--- src/hw/tmr_pkg.sv ---
// constants and types shared by the timer register block
package tmr_pkg;

	// ************************************************************
	// register indices, byte address is four times the index
	// ************************************************************
	localparam logic [7:0] IDX_IRQ_FLAGS = 8'h37;
	localparam logic [7:0] IDX_IRQ_MASK = 8'h70;
	localparam logic [7:0] IDX_CONTROL_A = 8'hb0;
	localparam logic [7:0] IDX_CONTROL_B = 8'hb1;
	localparam logic [7:0] IDX_COUNT_VALUE = 8'hb2;
	localparam logic [7:0] IDX_COMPARE_A = 8'hb3;
	localparam logic [7:0] IDX_COMPARE_B = 8'hb4;
	localparam logic [7:0] IDX_ASYNC_STATUS = 8'hb6;
	localparam int ADDR_W = 12;

	// ************************************************************
	// field positions
	// ************************************************************
	localparam int CTLB_FORCE_A = 7;
	localparam int CTLB_FORCE_B = 6;
	localparam int CTLB_WAVE_HIGH = 3;
	localparam int CTLA_ACTION_A_LSB = 6;
	localparam int CTLA_ACTION_B_LSB = 4;
	localparam int ASR_EXT_CLK = 6;
	localparam int ASR_ASYNC_SEL = 5;
	localparam int ASR_CNT_BUSY = 4;
	localparam int BUSY_CMP_A = 3;
	localparam int BUSY_CMP_B = 2;
	localparam int BUSY_CTL_A = 1;
	localparam int BUSY_CTL_B = 0;
	localparam int IRQ_MATCH_B = 2;
	localparam int IRQ_MATCH_A = 1;
	localparam int IRQ_OVERFLOW = 0;

	// ************************************************************
	// reset values and counter limits
	// ************************************************************
	localparam logic [7:0] RST_BYTE = 8'h00;
	localparam logic [7:0] COUNT_MAX = 8'hff;
	localparam logic [7:0] COUNT_BOTTOM = 8'h00;
	localparam int PRESCALE_W = 10;

	// ************************************************************
	// clock select codes
	// ************************************************************
	localparam logic [2:0] CS_STOP = 3'h0;
	localparam logic [2:0] CS_DIV1 = 3'h1;
	localparam logic [2:0] CS_DIV8 = 3'h2;
	localparam logic [2:0] CS_DIV32 = 3'h3;
	localparam logic [2:0] CS_DIV64 = 3'h4;
	localparam logic [2:0] CS_DIV128 = 3'h5;
	localparam logic [2:0] CS_DIV256 = 3'h6;
	localparam logic [2:0] CS_DIV1024 = 3'h7;

	typedef enum logic [1:0] {TMR_NORMAL, TMR_PC_PWM, TMR_CTC, TMR_FAST_PWM} tmr_mode_t;

endpackage : tmr_pkg

--- src/hw/tmr_chan_if.sv ---
// signals between the counter core and one waveform unit
interface tmr_chan_if;
	tmr_pkg::tmr_mode_t mode;
	logic [1:0] action;
	logic match;
	logic force_match;
	logic bottom;
	logic up_count;
	logic toggle_ok;
	logic wave;

	modport core (output mode, output action, output match, output force_match, output bottom,
		output up_count, output toggle_ok, input wave);
	modport unit (input mode, input action, input match, input force_match, input bottom,
		input up_count, input toggle_ok, output wave);
endinterface : tmr_chan_if

--- src/hw/tmr_timer_regs.sv ---
// 8-bit timer with two compare channels, async source and apb registers
//
// Design decision made here: the APB register port.

module tmr_timer_regs (
	input wire logic I_CLK, // 250 MHz core clock
	input wire logic I_RST, // synchronous reset, high
	input wire logic I_PSEL, // apb select
	input wire logic I_PENABLE, // apb enable
	input wire logic I_PWRITE, // apb direction
	input wire logic [tmr_pkg::ADDR_W-1:0] I_PADDR, // apb byte address
	input wire logic [31:0] I_PWDATA, // apb write data
	output logic [31:0] O_PRDATA, // apb read data
	output logic O_PREADY, // apb ready
	output logic O_PSLVERR, // apb error, unmapped
	input wire logic I_OSC_IN, // oscillator input pin
	input wire logic I_GLOBAL_IRQ_EN, // cpu global interrupt enable
	input wire logic [2:0] I_VECTOR_ACK, // handler vectored, per source
	output logic [2:0] O_IRQ_REQ, // interrupt requests
	output logic O_WAVE_OUT_A, // waveform a
	output logic O_WAVE_OUT_A_EN, // waveform a connected
	output logic O_WAVE_OUT_B, // waveform b
	output logic O_WAVE_OUT_B_EN, // waveform b connected
	output logic O_XTAL_OSC_EN, // crystal oscillator run
	output logic O_EXT_CLK_BUF_EN // external clock buffer on
);

	// ************************************************************
	// apb decode
	// ************************************************************
	logic [7:0] idx;
	logic addr_ok;
	logic setup;
	logic wr;
	logic [7:0] wb;
	logic wr_flags;
	logic wr_mask;
	logic wr_ctl_a;
	logic wr_ctl_b;
	logic wr_cnt;
	logic wr_cmp_a;
	logic wr_cmp_b;
	logic wr_asr;

	assign idx = I_PADDR[9:2];
	assign addr_ok = (I_PADDR[1:0] == 2'h0) && (I_PADDR[tmr_pkg::ADDR_W-1:10] == 2'h0) &&
		(idx == tmr_pkg::IDX_IRQ_FLAGS || idx == tmr_pkg::IDX_IRQ_MASK ||
		idx == tmr_pkg::IDX_CONTROL_A || idx == tmr_pkg::IDX_CONTROL_B ||
		idx == tmr_pkg::IDX_COUNT_VALUE || idx == tmr_pkg::IDX_COMPARE_A ||
		idx == tmr_pkg::IDX_COMPARE_B || idx == tmr_pkg::IDX_ASYNC_STATUS);
	assign setup = I_PSEL & ~I_PENABLE;
	assign wr = I_PSEL & I_PENABLE & I_PWRITE & addr_ok;
	assign wb = I_PWDATA[7:0];
	assign wr_flags = wr && idx == tmr_pkg::IDX_IRQ_FLAGS;
	assign wr_mask = wr && idx == tmr_pkg::IDX_IRQ_MASK;
	assign wr_ctl_a = wr && idx == tmr_pkg::IDX_CONTROL_A;
	assign wr_ctl_b = wr && idx == tmr_pkg::IDX_CONTROL_B;
	assign wr_cnt = wr && idx == tmr_pkg::IDX_COUNT_VALUE;
	assign wr_cmp_a = wr && idx == tmr_pkg::IDX_COMPARE_A;
	assign wr_cmp_b = wr && idx == tmr_pkg::IDX_COMPARE_B;
	assign wr_asr = wr && idx == tmr_pkg::IDX_ASYNC_STATUS;

	// ************************************************************
	// registers
	// ************************************************************
	logic [7:0] ctl_a_q;
	logic [7:0] ctl_a_h_q;
	logic [3:0] ctl_b_q;
	logic [3:0] ctl_b_h_q;
	logic [7:0] cmp_a_q;
	logic [7:0] cmp_a_h_q;
	logic [7:0] cmp_b_q;
	logic [7:0] cmp_b_h_q;
	logic [7:0] cnt_q;
	logic [7:0] cnt_d;
	logic [7:0] cnt_h_q;
	logic [2:0] mask_q;
	logic [2:0] flags_q;
	logic [2:0] flags_d;
	logic ext_q;
	logic async_q;
	logic [4:0] busy_q;
	logic [4:0] busy_d;
	logic up_q;
	logic up_d;
	logic block_q;

	// ************************************************************
	// timer source and prescaler
	// ************************************************************
	// pin is foreign to I_CLK: two flops, then edge taken after them
	logic osc_s1_q;
	logic osc_s2_q;
	logic osc_s3_q;
	logic src_tick;
	logic [tmr_pkg::PRESCALE_W-1:0] pre_q;
	logic timer_tick;
	logic [2:0] clk_sel;

	assign src_tick = async_q ? (osc_s2_q & ~osc_s3_q) : 1'b1;
	assign clk_sel = ctl_b_q[2:0];

	assign timer_tick = (clk_sel == tmr_pkg::CS_DIV1) ? src_tick :
		(clk_sel == tmr_pkg::CS_DIV8) ? src_tick & (&pre_q[2:0]) :
		(clk_sel == tmr_pkg::CS_DIV32) ? src_tick & (&pre_q[4:0]) :
		(clk_sel == tmr_pkg::CS_DIV64) ? src_tick & (&pre_q[5:0]) :
		(clk_sel == tmr_pkg::CS_DIV128) ? src_tick & (&pre_q[6:0]) :
		(clk_sel == tmr_pkg::CS_DIV256) ? src_tick & (&pre_q[7:0]) :
		(clk_sel == tmr_pkg::CS_DIV1024) ? src_tick & (&pre_q[9:0]) : 1'b0;

	always_ff @(posedge I_CLK) begin
		if (I_RST) begin
			osc_s1_q <= 1'b0;
			osc_s2_q <= 1'b0;
			osc_s3_q <= 1'b0;
			pre_q <= '0;
		end else begin
			osc_s1_q <= I_OSC_IN;
			osc_s2_q <= osc_s1_q;
			osc_s3_q <= osc_s2_q;
			if (src_tick) begin
				pre_q <= pre_q + 1'b1;
			end
		end
	end

	// ************************************************************
	// mode decode
	// ************************************************************
	logic [2:0] wgm;
	tmr_pkg::tmr_mode_t mode;
	logic [7:0] top_val;
	logic pwm;

	assign wgm = {ctl_b_q[tmr_pkg::CTLB_WAVE_HIGH], ctl_a_q[1:0]};

	always_comb begin
		case (wgm)
			3'h1, 3'h5: mode = tmr_pkg::TMR_PC_PWM;
			3'h2: mode = tmr_pkg::TMR_CTC;
			3'h3, 3'h7: mode = tmr_pkg::TMR_FAST_PWM;
			default: mode = tmr_pkg::TMR_NORMAL;
		endcase
	end

	assign top_val = (wgm[2] || mode == tmr_pkg::TMR_CTC) ? cmp_a_q : tmr_pkg::COUNT_MAX;
	assign pwm = (mode == tmr_pkg::TMR_PC_PWM) || (mode == tmr_pkg::TMR_FAST_PWM);

	// ************************************************************
	// counter engine
	// ************************************************************
	logic at_top;
	logic at_bot;
	logic ovf_evt;
	logic bot_evt;
	logic match_a;
	logic match_b;
	logic force_a;
	logic force_b;
	logic cnt_load;

	assign at_top = cnt_q == top_val;
	assign at_bot = cnt_q == tmr_pkg::COUNT_BOTTOM;
	assign cnt_load = src_tick & busy_q[tmr_pkg::ASR_CNT_BUSY];

	always_comb begin
		cnt_d = cnt_q;
		up_d = up_q;
		ovf_evt = 1'b0;
		if (timer_tick) begin
			case (mode)
				tmr_pkg::TMR_PC_PWM: begin
					if (up_q) begin
						up_d = ~at_top;
						cnt_d = at_top ? cnt_q - 8'h01 : cnt_q + 8'h01;
					end else begin
						up_d = at_bot;
						ovf_evt = at_bot;
						cnt_d = at_bot ? cnt_q + 8'h01 : cnt_q - 8'h01;
					end
				end
				tmr_pkg::TMR_CTC: begin
					ovf_evt = cnt_q == tmr_pkg::COUNT_MAX;
					cnt_d = at_top ? tmr_pkg::COUNT_BOTTOM : cnt_q + 8'h01;
				end
				tmr_pkg::TMR_FAST_PWM: begin
					ovf_evt = at_top;
					cnt_d = at_top ? tmr_pkg::COUNT_BOTTOM : cnt_q + 8'h01;
				end
				default: begin
					ovf_evt = cnt_q == tmr_pkg::COUNT_MAX;
					cnt_d = cnt_q + 8'h01;
				end
			endcase
		end
	end

	assign bot_evt = timer_tick & (mode == tmr_pkg::TMR_FAST_PWM) & at_top;
	assign match_a = timer_tick & ~block_q & (cnt_q == cmp_a_q);
	assign match_b = timer_tick & ~block_q & (cnt_q == cmp_b_q);
	assign force_a = wr_ctl_b & wb[tmr_pkg::CTLB_FORCE_A] & ~pwm;
	assign force_b = wr_ctl_b & wb[tmr_pkg::CTLB_FORCE_B] & ~pwm;

	always_ff @(posedge I_CLK) begin
		if (I_RST) begin
			cnt_q <= tmr_pkg::RST_BYTE;
			up_q <= 1'b1;
			block_q <= 1'b0;
		end else begin
			up_q <= up_d;
			if (wr_cnt && !async_q) begin
				cnt_q <= wb;
			end else if (cnt_load) begin
				cnt_q <= cnt_h_q;
			end else begin
				cnt_q <= cnt_d;
			end
			if ((wr_cnt && !async_q) || cnt_load) begin
				block_q <= 1'b1;
			end else if (timer_tick) begin
				block_q <= 1'b0;
			end
		end
	end

	// ************************************************************
	// compare and control registers with holding copies
	// ************************************************************
	// busy set on async write
	always_comb begin
		busy_d = busy_q;
		if (src_tick) begin
			busy_d = 5'h00;
		end
		if (async_q) begin
			busy_d[tmr_pkg::ASR_CNT_BUSY] = busy_d[tmr_pkg::ASR_CNT_BUSY] | wr_cnt;
			busy_d[tmr_pkg::BUSY_CMP_A] = busy_d[tmr_pkg::BUSY_CMP_A] | wr_cmp_a;
			busy_d[tmr_pkg::BUSY_CMP_B] = busy_d[tmr_pkg::BUSY_CMP_B] | wr_cmp_b;
			busy_d[tmr_pkg::BUSY_CTL_A] = busy_d[tmr_pkg::BUSY_CTL_A] | wr_ctl_a;
			busy_d[tmr_pkg::BUSY_CTL_B] = busy_d[tmr_pkg::BUSY_CTL_B] | wr_ctl_b;
		end
		if (wr_asr && (wb[tmr_pkg::ASR_ASYNC_SEL] != async_q)) begin
			busy_d = 5'h00;
		end
	end

	always_ff @(posedge I_CLK) begin
		if (I_RST) begin
			ctl_a_h_q <= tmr_pkg::RST_BYTE;
			ctl_b_h_q <= 4'h0;
			cmp_a_h_q <= tmr_pkg::RST_BYTE;
			cmp_b_h_q <= tmr_pkg::RST_BYTE;
			cnt_h_q <= tmr_pkg::RST_BYTE;
			busy_q <= 5'h00;
		end else begin
			busy_q <= busy_d;
			if (wr_ctl_a) begin
				ctl_a_h_q <= {wb[7:4], 2'h0, wb[1:0]};
			end
			if (wr_ctl_b) begin
				ctl_b_h_q <= wb[3:0];
			end
			if (wr_cmp_a) begin
				cmp_a_h_q <= wb;
			end
			if (wr_cmp_b) begin
				cmp_b_h_q <= wb;
			end
			if (wr_cnt) begin
				cnt_h_q <= wb;
			end
		end
	end

	// live copies follow writes at once when synchronous, else on a source tick
	always_ff @(posedge I_CLK) begin
		if (I_RST) begin
			ctl_a_q <= tmr_pkg::RST_BYTE;
			ctl_b_q <= 4'h0;
			cmp_a_q <= tmr_pkg::RST_BYTE;
			cmp_b_q <= tmr_pkg::RST_BYTE;
		end else begin
			if (wr_ctl_a && !async_q) begin
				ctl_a_q <= {wb[7:4], 2'h0, wb[1:0]};
			end else if (src_tick && busy_q[tmr_pkg::BUSY_CTL_A]) begin
				ctl_a_q <= ctl_a_h_q;
			end
			if (wr_ctl_b && !async_q) begin
				ctl_b_q <= wb[3:0];
			end else if (src_tick && busy_q[tmr_pkg::BUSY_CTL_B]) begin
				ctl_b_q <= ctl_b_h_q;
			end
			if (wr_cmp_a && !async_q) begin
				cmp_a_q <= wb;
			end else if (src_tick && busy_q[tmr_pkg::BUSY_CMP_A]) begin
				cmp_a_q <= cmp_a_h_q;
			end
			if (wr_cmp_b && !async_q) begin
				cmp_b_q <= wb;
			end else if (src_tick && busy_q[tmr_pkg::BUSY_CMP_B]) begin
				cmp_b_q <= cmp_b_h_q;
			end
		end
	end

	// ************************************************************
	// flags, mask, clock status, interrupt requests
	// ************************************************************
	logic [2:0] flag_set;
	logic [2:0] flag_clr;

	assign flag_set = {match_b, match_a, ovf_evt};
	assign flag_clr = I_VECTOR_ACK | ({3{wr_flags}} & wb[2:0]);
	// a new event in the clearing cycle survives
	assign flags_d = (flags_q & ~flag_clr) | flag_set;

	always_ff @(posedge I_CLK) begin
		if (I_RST) begin
			flags_q <= 3'h0;
			mask_q <= 3'h0;
			ext_q <= 1'b0;
			async_q <= 1'b0;
			O_IRQ_REQ <= 3'h0;
			O_XTAL_OSC_EN <= 1'b0;
			O_EXT_CLK_BUF_EN <= 1'b0;
		end else begin
			flags_q <= flags_d;
			if (wr_mask) begin
				mask_q <= wb[2:0];
			end
			if (wr_asr) begin
				ext_q <= wb[tmr_pkg::ASR_EXT_CLK];
				async_q <= wb[tmr_pkg::ASR_ASYNC_SEL];
			end
			O_IRQ_REQ <= mask_q & flags_q & {3{I_GLOBAL_IRQ_EN}};
			O_XTAL_OSC_EN <= async_q & ~ext_q;
			O_EXT_CLK_BUF_EN <= async_q & ext_q;
		end
	end

	// ************************************************************
	// waveform units
	// ************************************************************
	tmr_chan_if ch_a ();
	tmr_chan_if ch_b ();

	assign ch_a.mode = mode;
	assign ch_a.action = ctl_a_q[tmr_pkg::CTLA_ACTION_A_LSB+:2];
	assign ch_a.match = match_a;
	assign ch_a.force_match = force_a;
	assign ch_a.bottom = bot_evt;
	assign ch_a.up_count = up_q;
	assign ch_a.toggle_ok = wgm[2];
	assign ch_b.mode = mode;
	assign ch_b.action = ctl_a_q[tmr_pkg::CTLA_ACTION_B_LSB+:2];
	assign ch_b.match = match_b;
	assign ch_b.force_match = force_b;
	assign ch_b.bottom = bot_evt;
	assign ch_b.up_count = up_q;
	// channel b has no toggle setting in PWM
	assign ch_b.toggle_ok = 1'b0;

	tmr_wave_unit u_wave_a (
		.i_clk(I_CLK),
		.i_rst(I_RST),
		.ch(ch_a)
	);

	tmr_wave_unit u_wave_b (
		.i_clk(I_CLK),
		.i_rst(I_RST),
		.ch(ch_b)
	);

	assign O_WAVE_OUT_A = ch_a.wave;
	assign O_WAVE_OUT_B = ch_b.wave;

	always_ff @(posedge I_CLK) begin
		if (I_RST) begin
			O_WAVE_OUT_A_EN <= 1'b0;
			O_WAVE_OUT_B_EN <= 1'b0;
		end else begin
			O_WAVE_OUT_A_EN <= ctl_a_q[tmr_pkg::CTLA_ACTION_A_LSB+:2] != 2'h0;
			O_WAVE_OUT_B_EN <= ctl_a_q[tmr_pkg::CTLA_ACTION_B_LSB+:2] != 2'h0;
		end
	end

	// ************************************************************
	// apb read path, answered without wait states
	// ************************************************************
	logic [7:0] rsel;

	assign rsel = (idx == tmr_pkg::IDX_IRQ_FLAGS) ? {5'h00, flags_q} :
		(idx == tmr_pkg::IDX_IRQ_MASK) ? {5'h00, mask_q} :
		(idx == tmr_pkg::IDX_CONTROL_A) ? ctl_a_h_q :
		(idx == tmr_pkg::IDX_CONTROL_B) ? {4'h0, ctl_b_h_q} :
		(idx == tmr_pkg::IDX_COUNT_VALUE) ? cnt_q :
		(idx == tmr_pkg::IDX_COMPARE_A) ? cmp_a_h_q :
		(idx == tmr_pkg::IDX_COMPARE_B) ? cmp_b_h_q :
		(idx == tmr_pkg::IDX_ASYNC_STATUS) ? {1'b0, ext_q, async_q, busy_q} : 8'h00;

	always_ff @(posedge I_CLK) begin
		if (I_RST) begin
			O_PRDATA <= 32'h00000000;
			O_PREADY <= 1'b0;
			O_PSLVERR <= 1'b0;
		end else begin
			O_PREADY <= 1'b1;
			if (setup) begin
				O_PRDATA <= (addr_ok && !I_PWRITE) ? {24'h000000, rsel} : 32'h00000000;
				O_PSLVERR <= ~addr_ok;
			end
		end
	end

endmodule : tmr_timer_regs

--- src/hw/tmr_wave_unit.sv ---
// waveform output flip-flop of one compare channel
module tmr_wave_unit (
	input wire logic i_clk, // core clock
	input wire logic i_rst, // synchronous reset
	tmr_chan_if.unit ch // channel controls
);
	logic wave_q;
	logic wave_d;
	logic hit;
	logic bot;

	assign hit = ch.match | ch.force_match;
	assign bot = ch.bottom;
	assign ch.wave = wave_q;

	always_comb begin
		wave_d = wave_q;
		case (ch.mode)
			tmr_pkg::TMR_NORMAL, tmr_pkg::TMR_CTC: begin
				if (hit) begin
					case (ch.action)
						2'h1: wave_d = ~wave_q;
						2'h2: wave_d = 1'b0;
						2'h3: wave_d = 1'b1;
						default: wave_d = wave_q;
					endcase
				end
			end
			tmr_pkg::TMR_FAST_PWM: begin
				if (ch.match) begin
					case (ch.action)
						2'h1: wave_d = ch.toggle_ok ? ~wave_q : wave_q;
						2'h2: wave_d = 1'b0;
						2'h3: wave_d = 1'b1;
						default: wave_d = wave_q;
					endcase
				end else if (bot) begin
					case (ch.action)
						2'h2: wave_d = 1'b1;
						2'h3: wave_d = 1'b0;
						default: wave_d = wave_q;
					endcase
				end
			end
			tmr_pkg::TMR_PC_PWM: begin
				if (ch.match) begin
					case (ch.action)
						2'h1: wave_d = ch.toggle_ok ? ~wave_q : wave_q;
						2'h2: wave_d = ~ch.up_count;
						2'h3: wave_d = ch.up_count;
						default: wave_d = wave_q;
					endcase
				end
			end
			default: wave_d = wave_q;
		endcase
	end

	always_ff @(posedge i_clk) begin
		if (i_rst) begin
			wave_q <= 1'b0;
		end else begin
			wave_q <= wave_d;
		end
	end

endmodule : tmr_wave_unit

--- config.mk ---
export PLATFORM = sky130hd
export DESIGN_NAME = tmr_timer_regs
export DESIGN_NICKNAME = d
export VERILOG_FILES = /design/src/hw/tmr_pkg.sv /design/src/hw/tmr_chan_if.sv /design/src/hw/tmr_timer_regs.sv /design/src/hw/tmr_wave_unit.sv
export SDC_FILE = /design/constraint.sdc
export NUM_CORES = 1
export LEC_CHECK = 0
export BUFFER_PORTS_ARGS = -buffer_cell sky130_fd_sc_hd__buf_4
export CORE_ASPECT_RATIO = 1.4
export CORE_UTILIZATION = 35
export CTS_BUF_LIST = sky130_fd_sc_hd__clkbuf_2
export CTS_CLUSTER_DIAMETER = 150
export DETAILED_ROUTE_END_ITERATION = 10
export PLACE_DENSITY = 0.53
export SETUP_SLACK_MARGIN = 0.02
export SYNTH_ARGS = -nofsm -noshare
export SYNTH_HDL_FRONTEND = slang
export SYNTH_SLANG_ARGS = --single-unit
--- constraint.sdc ---
create_clock -name I_CLK -period 2.6 [get_ports I_CLK]
set_input_delay 0.39 -clock I_CLK [delete_from_list [all_inputs] [get_ports I_CLK]]
set_output_delay 0.39 -clock I_CLK [all_outputs]
set_load 0.01 [all_outputs]
==> results of run 1 <==
## cell usage in the layout, fill, tap and decap left out, types with 4 or more instances in the layout
| master | n |
|---|---|
| a21oi_1 | 31 |
| a221oi_1 | 9 |
| a22o_1 | 6 |
| a311oi_1 | 4 |
| a311oi_2 | 22 |
| a31oi_1 | 8 |
| and2_1 | 6 |
| and3_1 | 9 |
| buf_4 | 102 |
| bufinv_16 | 4 |
| clkbuf_2 | 19 |
| clkinv_4 | 4 |
| conb_1 | 24 |
| dfxtp_1 | 113 |
| ha_1 | 5 |
| inv_1 | 16 |
| mux2_2 | 5 |
| mux2i_1 | 47 |
| nand2_1 | 70 |
| nand2b_1 | 12 |
| nand3_1 | 55 |
| nand3b_1 | 7 |
| nand4_1 | 6 |
| nor2_1 | 130 |
| nor2b_1 | 11 |
| nor3_1 | 18 |
| o21ai_0 | 16 |
| o221ai_1 | 5 |
| or3_1 | 4 |
| xnor2_1 | 15 |
| xor2_1 | 11 |
## worst min-delay path, cell delays in order
cell     delay (ps)
buf_4           110
inv_1            40
a31oi_1          70
nor2_1           70
## final cells by class
class | count | area share [%]
multi-input combinational | 608 | 50.5
sequential | 115 | 30.0
timing repair buffer | 108 | 11.1
tap | 244 | 3.97
clock inverter | 13 | 2.41
clock buffer | 19 | 1.24
inverter | 16 | 0.781
antenna | 1 | 0.0325
## path summary, 6_finish.rpt
kind	from	endpoint
min	I_VECTOR_ACK[2]	flags_q[2]
max	pre_q[1]	u_wave_a.ch.wave
min reg2reg	osc_s2_q	osc_s3_q
max reg2reg	pre_q[1]	u_wave_a.ch.wave
## metrics by stage
stage | instances | utilization [%] | hold slack, ps | instance area (um2)
finish | 1124 | 41.5 | 38.6 | 7690
floorplan | 823 | - | 414 | 6700
detailed placement | 1088 | 39.7 | 429 | 7350
global route | 1124 | 41.5 | 9.40 | 7690
global placement | 1088 | 39.7 | 438 | 7350
CTS | 1123 | 41.3 | 1.91 | 7660
## state kept, by name, indices dropped and copies added (netlist names), 3 cells and up
| signal | cells |
|---|---|
| ctl_a_q | 6 |
| cmp_a_q | 8 |
| cmp_b_h_q | 8 |
| O_PRDATA | 8 |
| cmp_a_h_q | 8 |
| mask_q | 3 |
| cmp_b_q | 8 |
| cnt_h_q | 8 |
| busy_q | 5 |
| ctl_b_h_q | 4 |
| pre_q | 10 |
| ctl_b_q | 4 |
| ctl_a_h_q | 6 |
| flags_q | 3 |
| cnt_q | 8 |
| O_IRQ_REQ | 3 |
## kinds of logic (layout without fill, tap and decap cells)
kind of cell	Yosys count	in the layout
compound gates	146	146
simple gates	355	355
mux	52	52
flops	115	115
xor+xnor	26	26
fa+ha+maj	5	5
buf+inv	100	156
other cells	1	25
## power groups by stage
stage,logic [mW],clock network [mW],registers [mW]
finish,0.191,1.40,1.78
global route,0.205,1.50,1.78
CTS,0.192,1.42,1.78
detailed placement,0.187,0,1.81
global placement,0.187,0,1.81
floorplan,0.125,0,1.81
## per-layer routing
metal	wire length, um	vias to the layer above	global-route usage (%)
met3	605	39	2.62
li1	-	2935	-
met5	0	-	0
met2	10700	148	40.6
met1	8340	2834	24.0
met4	716	0	8.97
## what timing repair did
action | 4_1_cts | 5_1_grt
hold buffers | 3 | 0
endpoints found under the setup margin | 0 | 6
resized for setup | 0 | 7
hold endpoints to repair | 3 | 0
==> flow_summary_export.csv, run 1 <==
group,metric,value,unit
grt,grt_util_all_layers,21.4,%
yosys,synthFlopType,"dfxtp_1",
flow_run,maxCapViolations,0,
grt,grt_pass1_wl,31700,um
route,drcViolationCount,0,
pwr,power.share.combinational,5.7,%
sta,clock_skew,55.4,ps
yosys,synth_edf_count,0,
die,start_util,35.7,%
sta,finalHoldViolations,0,
yosys,synth_top_cell_area_share,34.8,%
yosys,yosysMostFrequentCell,"nor2_1",
yosys,synth_xor_area_share,3.45,%
route,num_vias,5956,
pwr,seq_power_share,52.8,%
yosys,yosysTopAreaCell,"dfxtp_1",
final_layout,regArea,2300,um2
setup_path,crit_chain,"ha_1, and3_1, a21boi_1, nand3_1, and2_1, or4_4, xor2_1, o211ai_1, a211oi_1",
sta,rsz0062_at_grt,"true",
yosys,synth_compound_area_share,18.4,%
yosys,synth_warnings,0,
grt,grt-ovfl-total,0,
route,drt-total-wl,20400,um
setup_path,rr_worst_depth,9,
sta,fmax,415,MHz
die,io_pins,97,
yosys,synth_common_cells,"nor2_1, dfxtp_1, nand2_1, nand3_1, mux2i_1",
placed_design,dp_hpwl,15100,um
cts,cts_inserted_buffers,17,
cts,post_cts_buffers,0,
yosys,yosysSeqAreaShare,34.8,%
route,postRouteAntennaNets,0,
final_layout,multi_input_area,3880,um2
die,num_rows,59,
worst_hold_path,hold_class,"input port to flop",
route,post_drt_via_cell_ratio,5.30,
yosys,syn_avg_cell_area,8.26,um2
yosys,synthAdderAreaFrac,0.946,%
setup_path,cp_num_cells,9,
yosys,synth_cell_types,75,
sta,relSlewSlack,63.2,%
yosys,async_reset_ff_share,0,%
cts,cts.sinks,115,
final_layout,area_growth,16.4,%
worst_hold_path,whs_path_depth,4,
pwr,switching_share,26.4,%
yosys,syn-cell-area,6610,um2
setup_path,rrSetupSlack,190,ps
pwr,p_leak,3.02,nW
yosys,synth_area_leaders,"dfxtp_1, nor2_1, mux2i_1",
yosys,synth_top_family_by_area,"simple AND/OR/NAND/NOR gates",
setup_path,worstPathMaxFanout,5,
setup_path,required,3190,ps
grt,grt_pass1_vias,5628,
sta,finalWorstSetupSlack,193,ps
cts,cts_root_buf,"clkbuf_2",
final_layout,n_fill_cell,1898,
placed_design,port_buffers,48,
cts,cts_tree,"yes",
grt,grt_start_max_net_pins,100,
placed_design,place_congestion,0.814,
pwr,irDropWorstVdd,0.291,mV
yosys,synth_mux_area_share,7.97,%
final_layout,layout-drive-gt1-share,21.0,%
setup_path,end_kind,"flop",
setup_path,arrival,3000,ps
pwr,p_sw,889,uW
run_status,status,"completed",
setup_path,crit_path_max_incr_delay,570,ps
die,die_y,165,um
die,die_area,19400,um2
final_layout,finalNetCount,925,
sta,timing.final.crit_share,92.6,%
pwr,p_per_area,438,nW/um2
placed_design,dp_slack,28.4,ps
setup_path,cp.buffers_inverters,0,
setup_path,cp-start-kind,"flop",
setup_path,slowest_stage,"or4_4",
setup_path,worstSetupPathType,"flop to flop",
route,first_pass_iters,5,
setup_path,crit_family,"simple AND/OR/NAND/NOR gates",
grt,antenna_found_initial,1,
yosys,syn_inst,800,
cts,clkLatencyLatePin,690,ps
die,coreArea,18500,um2
pwr,finalPower,3.37,mW
sta,tightest_slew,548,ps
cts,clkSlewWorstSetupHoldPaths,230,ps
sta,finalSetupViolCount,0,
yosys,ys_ff_latch,115,
route,wl_per_cell,18.2,um
pwr,p_clk_share,41.5,%
cts,clockBufferDepth,2,
die,fp.dieW,118,um
sta,finalSetupTns,0,ps
yosys,synth_simple_gate_area_share,26.1,%
cts,htreeDepth,4,
route,first_iter_violations,311,
sta,finalMaxSlewViolations,0,
pwr,p_int,2.48,mW
sta,min_period,2410,ps
Note: power is estimated with default switching activity, not from simulation.
==> inputs of run 2 (changes only) <==
--- a/config.mk
+++ b/config.mk
@@ -11,7 +11,7 @@
 export CTS_BUF_LIST = sky130_fd_sc_hd__clkbuf_2
 export CTS_CLUSTER_DIAMETER = 150
 export DETAILED_ROUTE_END_ITERATION = 10
-export PLACE_DENSITY = 0.53
+export PLACE_DENSITY = 0.51
 export SETUP_SLACK_MARGIN = 0.02
 export SYNTH_ARGS = -nofsm -noshare
 export SYNTH_HDL_FRONTEND = slang
==> constraint.sdc (replaced) <==
create_clock -name I_CLK -period 2.32 [get_ports I_CLK]
set_input_delay 0.348 -clock I_CLK [delete_from_list [all_inputs] [get_ports I_CLK]]
set_output_delay 0.348 -clock I_CLK [all_outputs]
set_load 0.01 [all_outputs]
==> run 2 against run 1 <==
Sequential power is 12% higher. Combinational power is 27% higher. Sequential share of layout area is 2.2 points lower. Critical path depth is 2 higher. Cell area is 8.5% higher. Cell count is 4.5% higher. Core utilization is 3.5 points higher. Die area stayed put. Global-route usage is 1.4 points higher. Setup slack worse by 170 ps. Flip-flop and latch count stayed put. Highest routed layer unchanged.
==> flow_summary_export.csv, run 2 (synthesis results as in run 1) <==
group,metric,value,unit
grt,grt_pass1_vias,6211,
placed_design,place_inst,1124,
cts,cts_inserted_buffers,17,
pwr,p_leak,3.33,nW
cts,cts.sinks,115,
sta,finalSetupViolCount,0,
final_layout,regArea,2320,um2
route,num_vias,6325,
sta,finalMaxSlewViolations,0,
sta,tightest_slew,535,ps
worst_hold_path,hold_class,"input port to flop",
pwr,p_per_area,437,nW/um2
final_layout,area_growth,26.3,%
final_layout,final_cell_count_no_fill,1175,
final_layout,multi_input_area,4120,um2
pwr,finalPower,3.65,mW
grt,grt_pass1_wl,33700,um
cts,clockBufferDepth,2,
setup_path,cp-start-kind,"flop",
final_layout,final_cell_mix,"buf_4, nor2_1, dfxtp_1",
route,wl_per_cell,18.6,um
sta,timing.final.crit_share,98.8,%
sta,fmax,436,MHz
sta,finalSetupTns,0,ps
die,num_rows,59,
final_layout,layout-drive-gt1-share,28.5,%
final_layout,largest_register_ffs,10,
sta,relSlewSlack,64.3,%
pwr,irDropWorstVdd,0.302,mV
die,start_util,35.7,%
final_layout,stdcell_area,8350,um2
setup_path,end_kind,"flop",
setup_path,worstSetupPathType,"flop to flop",
sta,clock_skew,32.7,ps
route,drcViolationCount,0,
setup_path,crit_family,"compound AO/OA/AOI/OAI gates",
die,die_y,165,um
placed_design,port_buffers,48,
die,die_area,19400,um2
pwr,seq_power_share,54.5,%
die,coreArea,18500,um2
pwr,p_int,2.68,mW
route,post_drt_via_cell_ratio,5.38,
final_layout,finish.utilization,45.0,%
sta,min_period,2290,ps
setup_path,crit_path_max_incr_delay,360,ps
setup_path,required,2960,ps
cts,cts_tree,"yes",
route,drt-total-wl,21900,um
final_layout,finalNetCount,976,
final_layout,final_common_cell,"buf_4",
run_status,status,"completed",
final_layout,n_fill_cell,1858,
grt,grt_util_all_layers,22.8,%
pwr,p_sw,975,uW
setup_path,slowest_stage,"dfxtp_1",
cts,htreeDepth,4,
route,postRouteAntennaNets,0,
grt,antenna_found_initial,1,
cts,clkSlewWorstSetupHoldPaths,190,ps
cts,cts_root_buf,"clkbuf_2",
route,first_pass_iters,5,
pwr,switching_share,26.7,%
die,io_pins,97,
setup_path,crit_chain,"nor2b_1, buf_4, o21ai_0, a211oi_2, a21boi_4, buf_6, buf_4, nand4_1, a31oi_2, nor2_1, a211oi_1",
pwr,p_clk_share,38.9,%
setup_path,cp.buffers_inverters,3,
sta,rsz0062_at_grt,"true",
die,fp.dieW,118,um
placed_design,dp_hpwl,16300,um
setup_path,rrSetupSlack,30,ps
setup_path,worstPathMaxFanout,5,
sta,finalHoldViolations,0,
pwr,power.share.combinational,6.6,%
cts,clkLatencyLatePin,710,ps
grt,grt_start_max_net_pins,63,
grt,grt-ovfl-total,0,
placed_design,place_congestion,0.929,
flow_run,maxCapViolations,0,
setup_path,path_common_cell,"buf_4",
placed_design,placed_cell_area,7690,um2
setup_path,arrival,2930,ps
route,first_iter_violations,404,
final_layout,largest_register,"pre_q",
==> run 2: cell types whose count changed in the layout (fill, tap and decap cells not counted), moves of 4 or more <==
cell	before	now
buf_4	102	138
buf_6	0	4
dfxtp_1	113	108
dlygate4sd3_1	3	13
nor2_1	130	121
nor2_2	0	5
nor2_4	0	4
==> run 2: final timing paths <==
| kind | from | end | depth (start not counted) |
|---|---|---|---|
| max reg2reg | ctl_a_q[1] | u_wave_a.ch.wave | 11 |
| min | I_GLOBAL_IRQ_EN | O_IRQ_REQ[0] | 3 |
| min reg2reg | osc_s1_q | osc_s2_q | 1 |
| max | ctl_a_q[1] | u_wave_a.ch.wave | 11 |
==> run 2: final cells by class <==
cell class	count	area share (%)
multi-input combinational	608	49.4
sequential	115	27.8
timing repair buffer	159	15.4
tap	244	3.66
clock inverter	14	1.95
clock buffer	18	1.08
inverter	16	0.720
antenna	1	0.0300
==> run 2: repair_timing <==
item | CTS | global route
pin swaps | 8 | 12
buffers inserted | 5 | 1
endpoints found under the hold margin | 41 | 0
gates resized for setup | 27 | 27
setup endpoints to repair | 11 | 11
hold buffers | 13 | 0
==> run 2: per-stage QoR <==
step / setup slack [ps] / hold WS [ps]
after floorplan: -99.5 / 414
after global placement: -135 / 430
after detailed placement: -192 / 451
after CTS: 22.2 / 41.2
after global routing: -54.9 / 49.6
final: 27.4 / 103
==> run 2: power groups by stage <==
stage | sequential, mW | clock, mW | combinational [mW]
after floorplan | 2.03 | 0 | 0.145
after global placement | 2.03 | 0 | 0.219
after detailed placement | 2.03 | 0 | 0.222
after CTS | 1.99 | 1.46 | 0.240
after global routing | 1.99 | 1.53 | 0.258
final | 1.99 | 1.42 | 0.242
==> run 2: per-layer routing <==
metal  wire [um]  up-vias  track usage, %
li1            -     3036               -
met1        8570     3049            24.5
met2       11700      192            43.6
met3         787       48            3.45
met4         855        0            10.8
met5           0        -               0
==> run 2: worst min-delay path: stages <==
cell and delay [ps]:
buf_4 70, nor2b_1 170, and3_1 170
==> inputs of run 3 (changes only) <==
--- a/config.mk
+++ b/config.mk
@@ -15,4 +15,5 @@
 export SETUP_SLACK_MARGIN = 0.02
 export SYNTH_ARGS = -nofsm -noshare
 export SYNTH_HDL_FRONTEND = slang
+export SYNTH_HIERARCHICAL = 1
 export SYNTH_SLANG_ARGS = --single-unit
==> run 3 against run 2 <==
The run now ends with setup timing left. Global-route usage up 1.2 points. Sequential share of layout area down 1.7 points. Register-to-register slack worse by 200 ps. Cell count up 5.1%. Sequential power about the same. Clock skew down 2.0 ps. First-iteration DRC count down 4.5%. Maximum frequency down 8.2%. Power up 2.2%. Largest cell class unchanged. Largest power group unchanged.
==> flow_summary_export.csv, run 3 <==
group,metric,value,unit
placed_design,placed_cell_area,7920,um2
yosys,yosysSeqAreaShare,35.1,%
sta,finalHoldViolations,0,
setup_path,arrival,3100,ps
yosys,ys_ff_latch,115,
placed_design,place_congestion,0.949,
sta,clock_skew,30.8,ps
run_status,violations,"setup timing",
route,postRouteAntennaNets,0,
flow_run,maxCapViolations,0,
grt,grt_pass1_wl,36000,um
setup_path,cp-start-kind,"flop",
setup_path,r2r_start,"cnt_q[3]",
route,drt-total-wl,23000,um
yosys,async_reset_ff_share,0,%
grt,antenna_found_initial,1,
yosys,synth_warnings,6,
sta,finalSetupViolCount,5,
sta,finalWorstSetupSlack,-176,ps
die,die_area,19300,um2
placed_design,port_buffers,48,
final_layout,largest_register,"pre_q",
yosys,syn-cell-area,6560,um2
cts,htreeDepth,4,
sta,min_period,2500,ps
yosys,syn_inst,817,
cts,clkSlewWorstSetupHoldPaths,180,ps
setup_path,end_kind,"flop",
yosys,synth_cell_types,75,
setup_path,required,2920,ps
pwr,finalPower,3.73,mW
route,num_vias,6730,
yosys,synth_common_cells,"dfxtp_1, nor2_1, nand2_1, a21oi_1, mux2i_1",
pwr,p_per_area,420,nW/um2
grt,grt_pass1_vias,6633,
sta,tightest_slew,501,ps
yosys,yosysTopAreaCell,"dfxtp_1",
route,post_drt_via_cell_ratio,5.45,
final_layout,final_cell_mix,"buf_4, dfxtp_1, nor2_1",
cts,cts_root_buf,"clkbuf_2",
yosys,yosysMostFrequentCell,"dfxtp_1",
sta,fmax,401,MHz
run_status,status,"complete, but fails checks",
setup_path,rr_worst_depth,11,
die,start_util,36.1,%
die,num_rows,58,
pwr,p_leak,3.41,nW
die,coreArea,18100,um2
cts,clockBufferDepth,2,
final_layout,stdcell_area,8880,um2
final_layout,finish.utilization,49.0,%
final_layout,final_common_cell,"buf_4",
cts,clkLatencyLatePin,690,ps
cts,cts_inserted_buffers,17,
yosys,synth_area_leaders,"dfxtp_1, mux2i_1, nor2_1",
grt,grt_util_all_layers,24.0,%
die,die_y,164,um
cts,cts.sinks,115,
sta,finalMaxSlewViolations,0,
placed_design,dp_hpwl,17000,um
pwr,irDropWorstVdd,0.296,mV
route,first_pass_iters,5,
yosys,syn_avg_cell_area,8.03,um2
worst_hold_path,hold_class,"input port to flop",
die,io_pins,97,
sta,timing.final.crit_share,108,%
setup_path,worstPathMaxFanout,4,
sta,relSlewSlack,66.3,%
final_layout,largest_register_ffs,10,
yosys,synth_edf_count,0,
final_layout,n_fill_cell,1805,
cts,cts_tree,"yes",
yosys,synthFlopType,"dfxtp_1",
route,drcViolationCount,0,
yosys,synth_top_cell_area_share,35.1,%
final_layout,finalNetCount,1040,
setup_path,cp-startpoint,"cnt_q[3]",
grt,grt_start_max_net_pins,31,
grt,grt-ovfl-total,0,
worst_hold_path,hp-start,"I_GLOBAL_IRQ_EN",
route,wl_per_cell,18.6,um
worst_hold_path,whs_path_depth,3,
die,fp.dieW,118,um
final_layout,area_growth,35.4,%
setup_path,worstSetupPathType,"flop to flop",
final_layout,layout-drive-gt1-share,33.0,%
route,first_iter_violations,386,
sta,rsz0062_at_grt,"true",
==> run 3: cell count changes after synthesis, sizes merged, moves of 6 or more <==
cell    before  now
nand2       70   83
nand3       56   38
a22o         6    0
nor3        21   15
a211oi       4   19
a311oi      26   13
a221oi       9    2
o21ai       19   33
xor2        11    4
a21oi       31   56
nor2       131   98
nand2b      14   20
==> run 3: metrics by stage <==
| step | worst slack, ps | TNS [ps] | hold slack [ps] | instances |
|---|---|---|---|---|
| 6_report | -176 | -427 | 113 | 1235 |
| 2_1_floorplan | -362 | -5610 | 414 | 842 |
| 3_5_place_dp | -451 | -18270 | 453 | 1171 |
| 5_1_grt | -296 | -1180 | 29.9 | 1235 |
| 4_1_cts | -177 | -746 | 23.3 | 1228 |
| 3_3_place_gp | -384 | -15390 | 430 | 1171 |
==> run 3: layout make-up <==
| class | count | area, um2 | area share, % |
|---|---|---|---|
| flip-flops and latches | 115 | 2310 | 26.1 |
| diodes | 1 | 2.50 | 0.0282 |
| clock inverters | 14 | 161 | 1.82 |
| clock buffers | 18 | 90.1 | 1.01 |
| repair buffers | 203 | 1640 | 18.4 |
| inverters | 20 | 75.1 | 0.845 |
| multi-input cells | 624 | 4300 | 48.4 |
| well taps | 240 | 300 | 3.38 |
==> run 3: cells by family (layout without fill, tap and decap cells) <==
| logic type | Yosys count | after routing | synth area share (%) |
|---|---|---|---|
| AO/OA/AOI/OAI | 185 | 185 | 19.6 |
| AND/OR/NAND/NOR | 336 | 336 | 25.6 |
| other | 1 | 27 | 0.0572 |
| flip-flops | 115 | 115 | 35.1 |
| multiplexers | 53 | 53 | 8.19 |
| adder cells (fa/ha/maj) | 5 | 5 | 0.954 |
| XOR/XNOR | 19 | 19 | 2.54 |
| buffers and inverters | 103 | 255 | 7.94 |
==> run 3: power by group <==
part	internal [mW]	total, mW	switching, mW
clock network	0.596	1.42	0.820
registers	1.99	1.99	0.00660
logic	0.129	0.321	0.192
==> run 3: path summary, 6_finish.rpt <==
path / slack (ps) / endpoint
setup / recovery: -180 / u_wave_a/ch.wave
hold / removal: 110 / O_IRQ_REQ[2]
setup reg to reg: -180 / u_wave_a/ch.wave
hold reg to reg: 470 / osc_s2_q
==> run 3: worst max-delay path, cell delays in order, from the launching register on <==
cell and delay, ps:
dfxtp_2 390, inv_2 50, a222oi_1 400, buf_4 210, nand2_2 50, or4b_4 500
nor3_4 180, buf_6 140, nand2_2 50, nand2_2 70, a311oi_2 90, a311oi_1 260
==> run 3: layer usage <==
metal  track usage (%)  vias up  routed length, um
li1                  -     3213                  -
met1              27.4     3245               9340
met2              42.7      212              11600
met3              3.96       60                857
met4              13.2        0               1160
met5                 0        -                  0
==> run 3: timing repair <==
action | in CTS | in global routing
cloned | 0 | 0
setup buffers | 12 | 8
endpoints found under the setup margin | 13 | 12
hold buffers | 13 | 0
gates resized for setup | 62 | 47
pin swaps | 28 | 21
endpoints found under the hold margin | 55 | 0
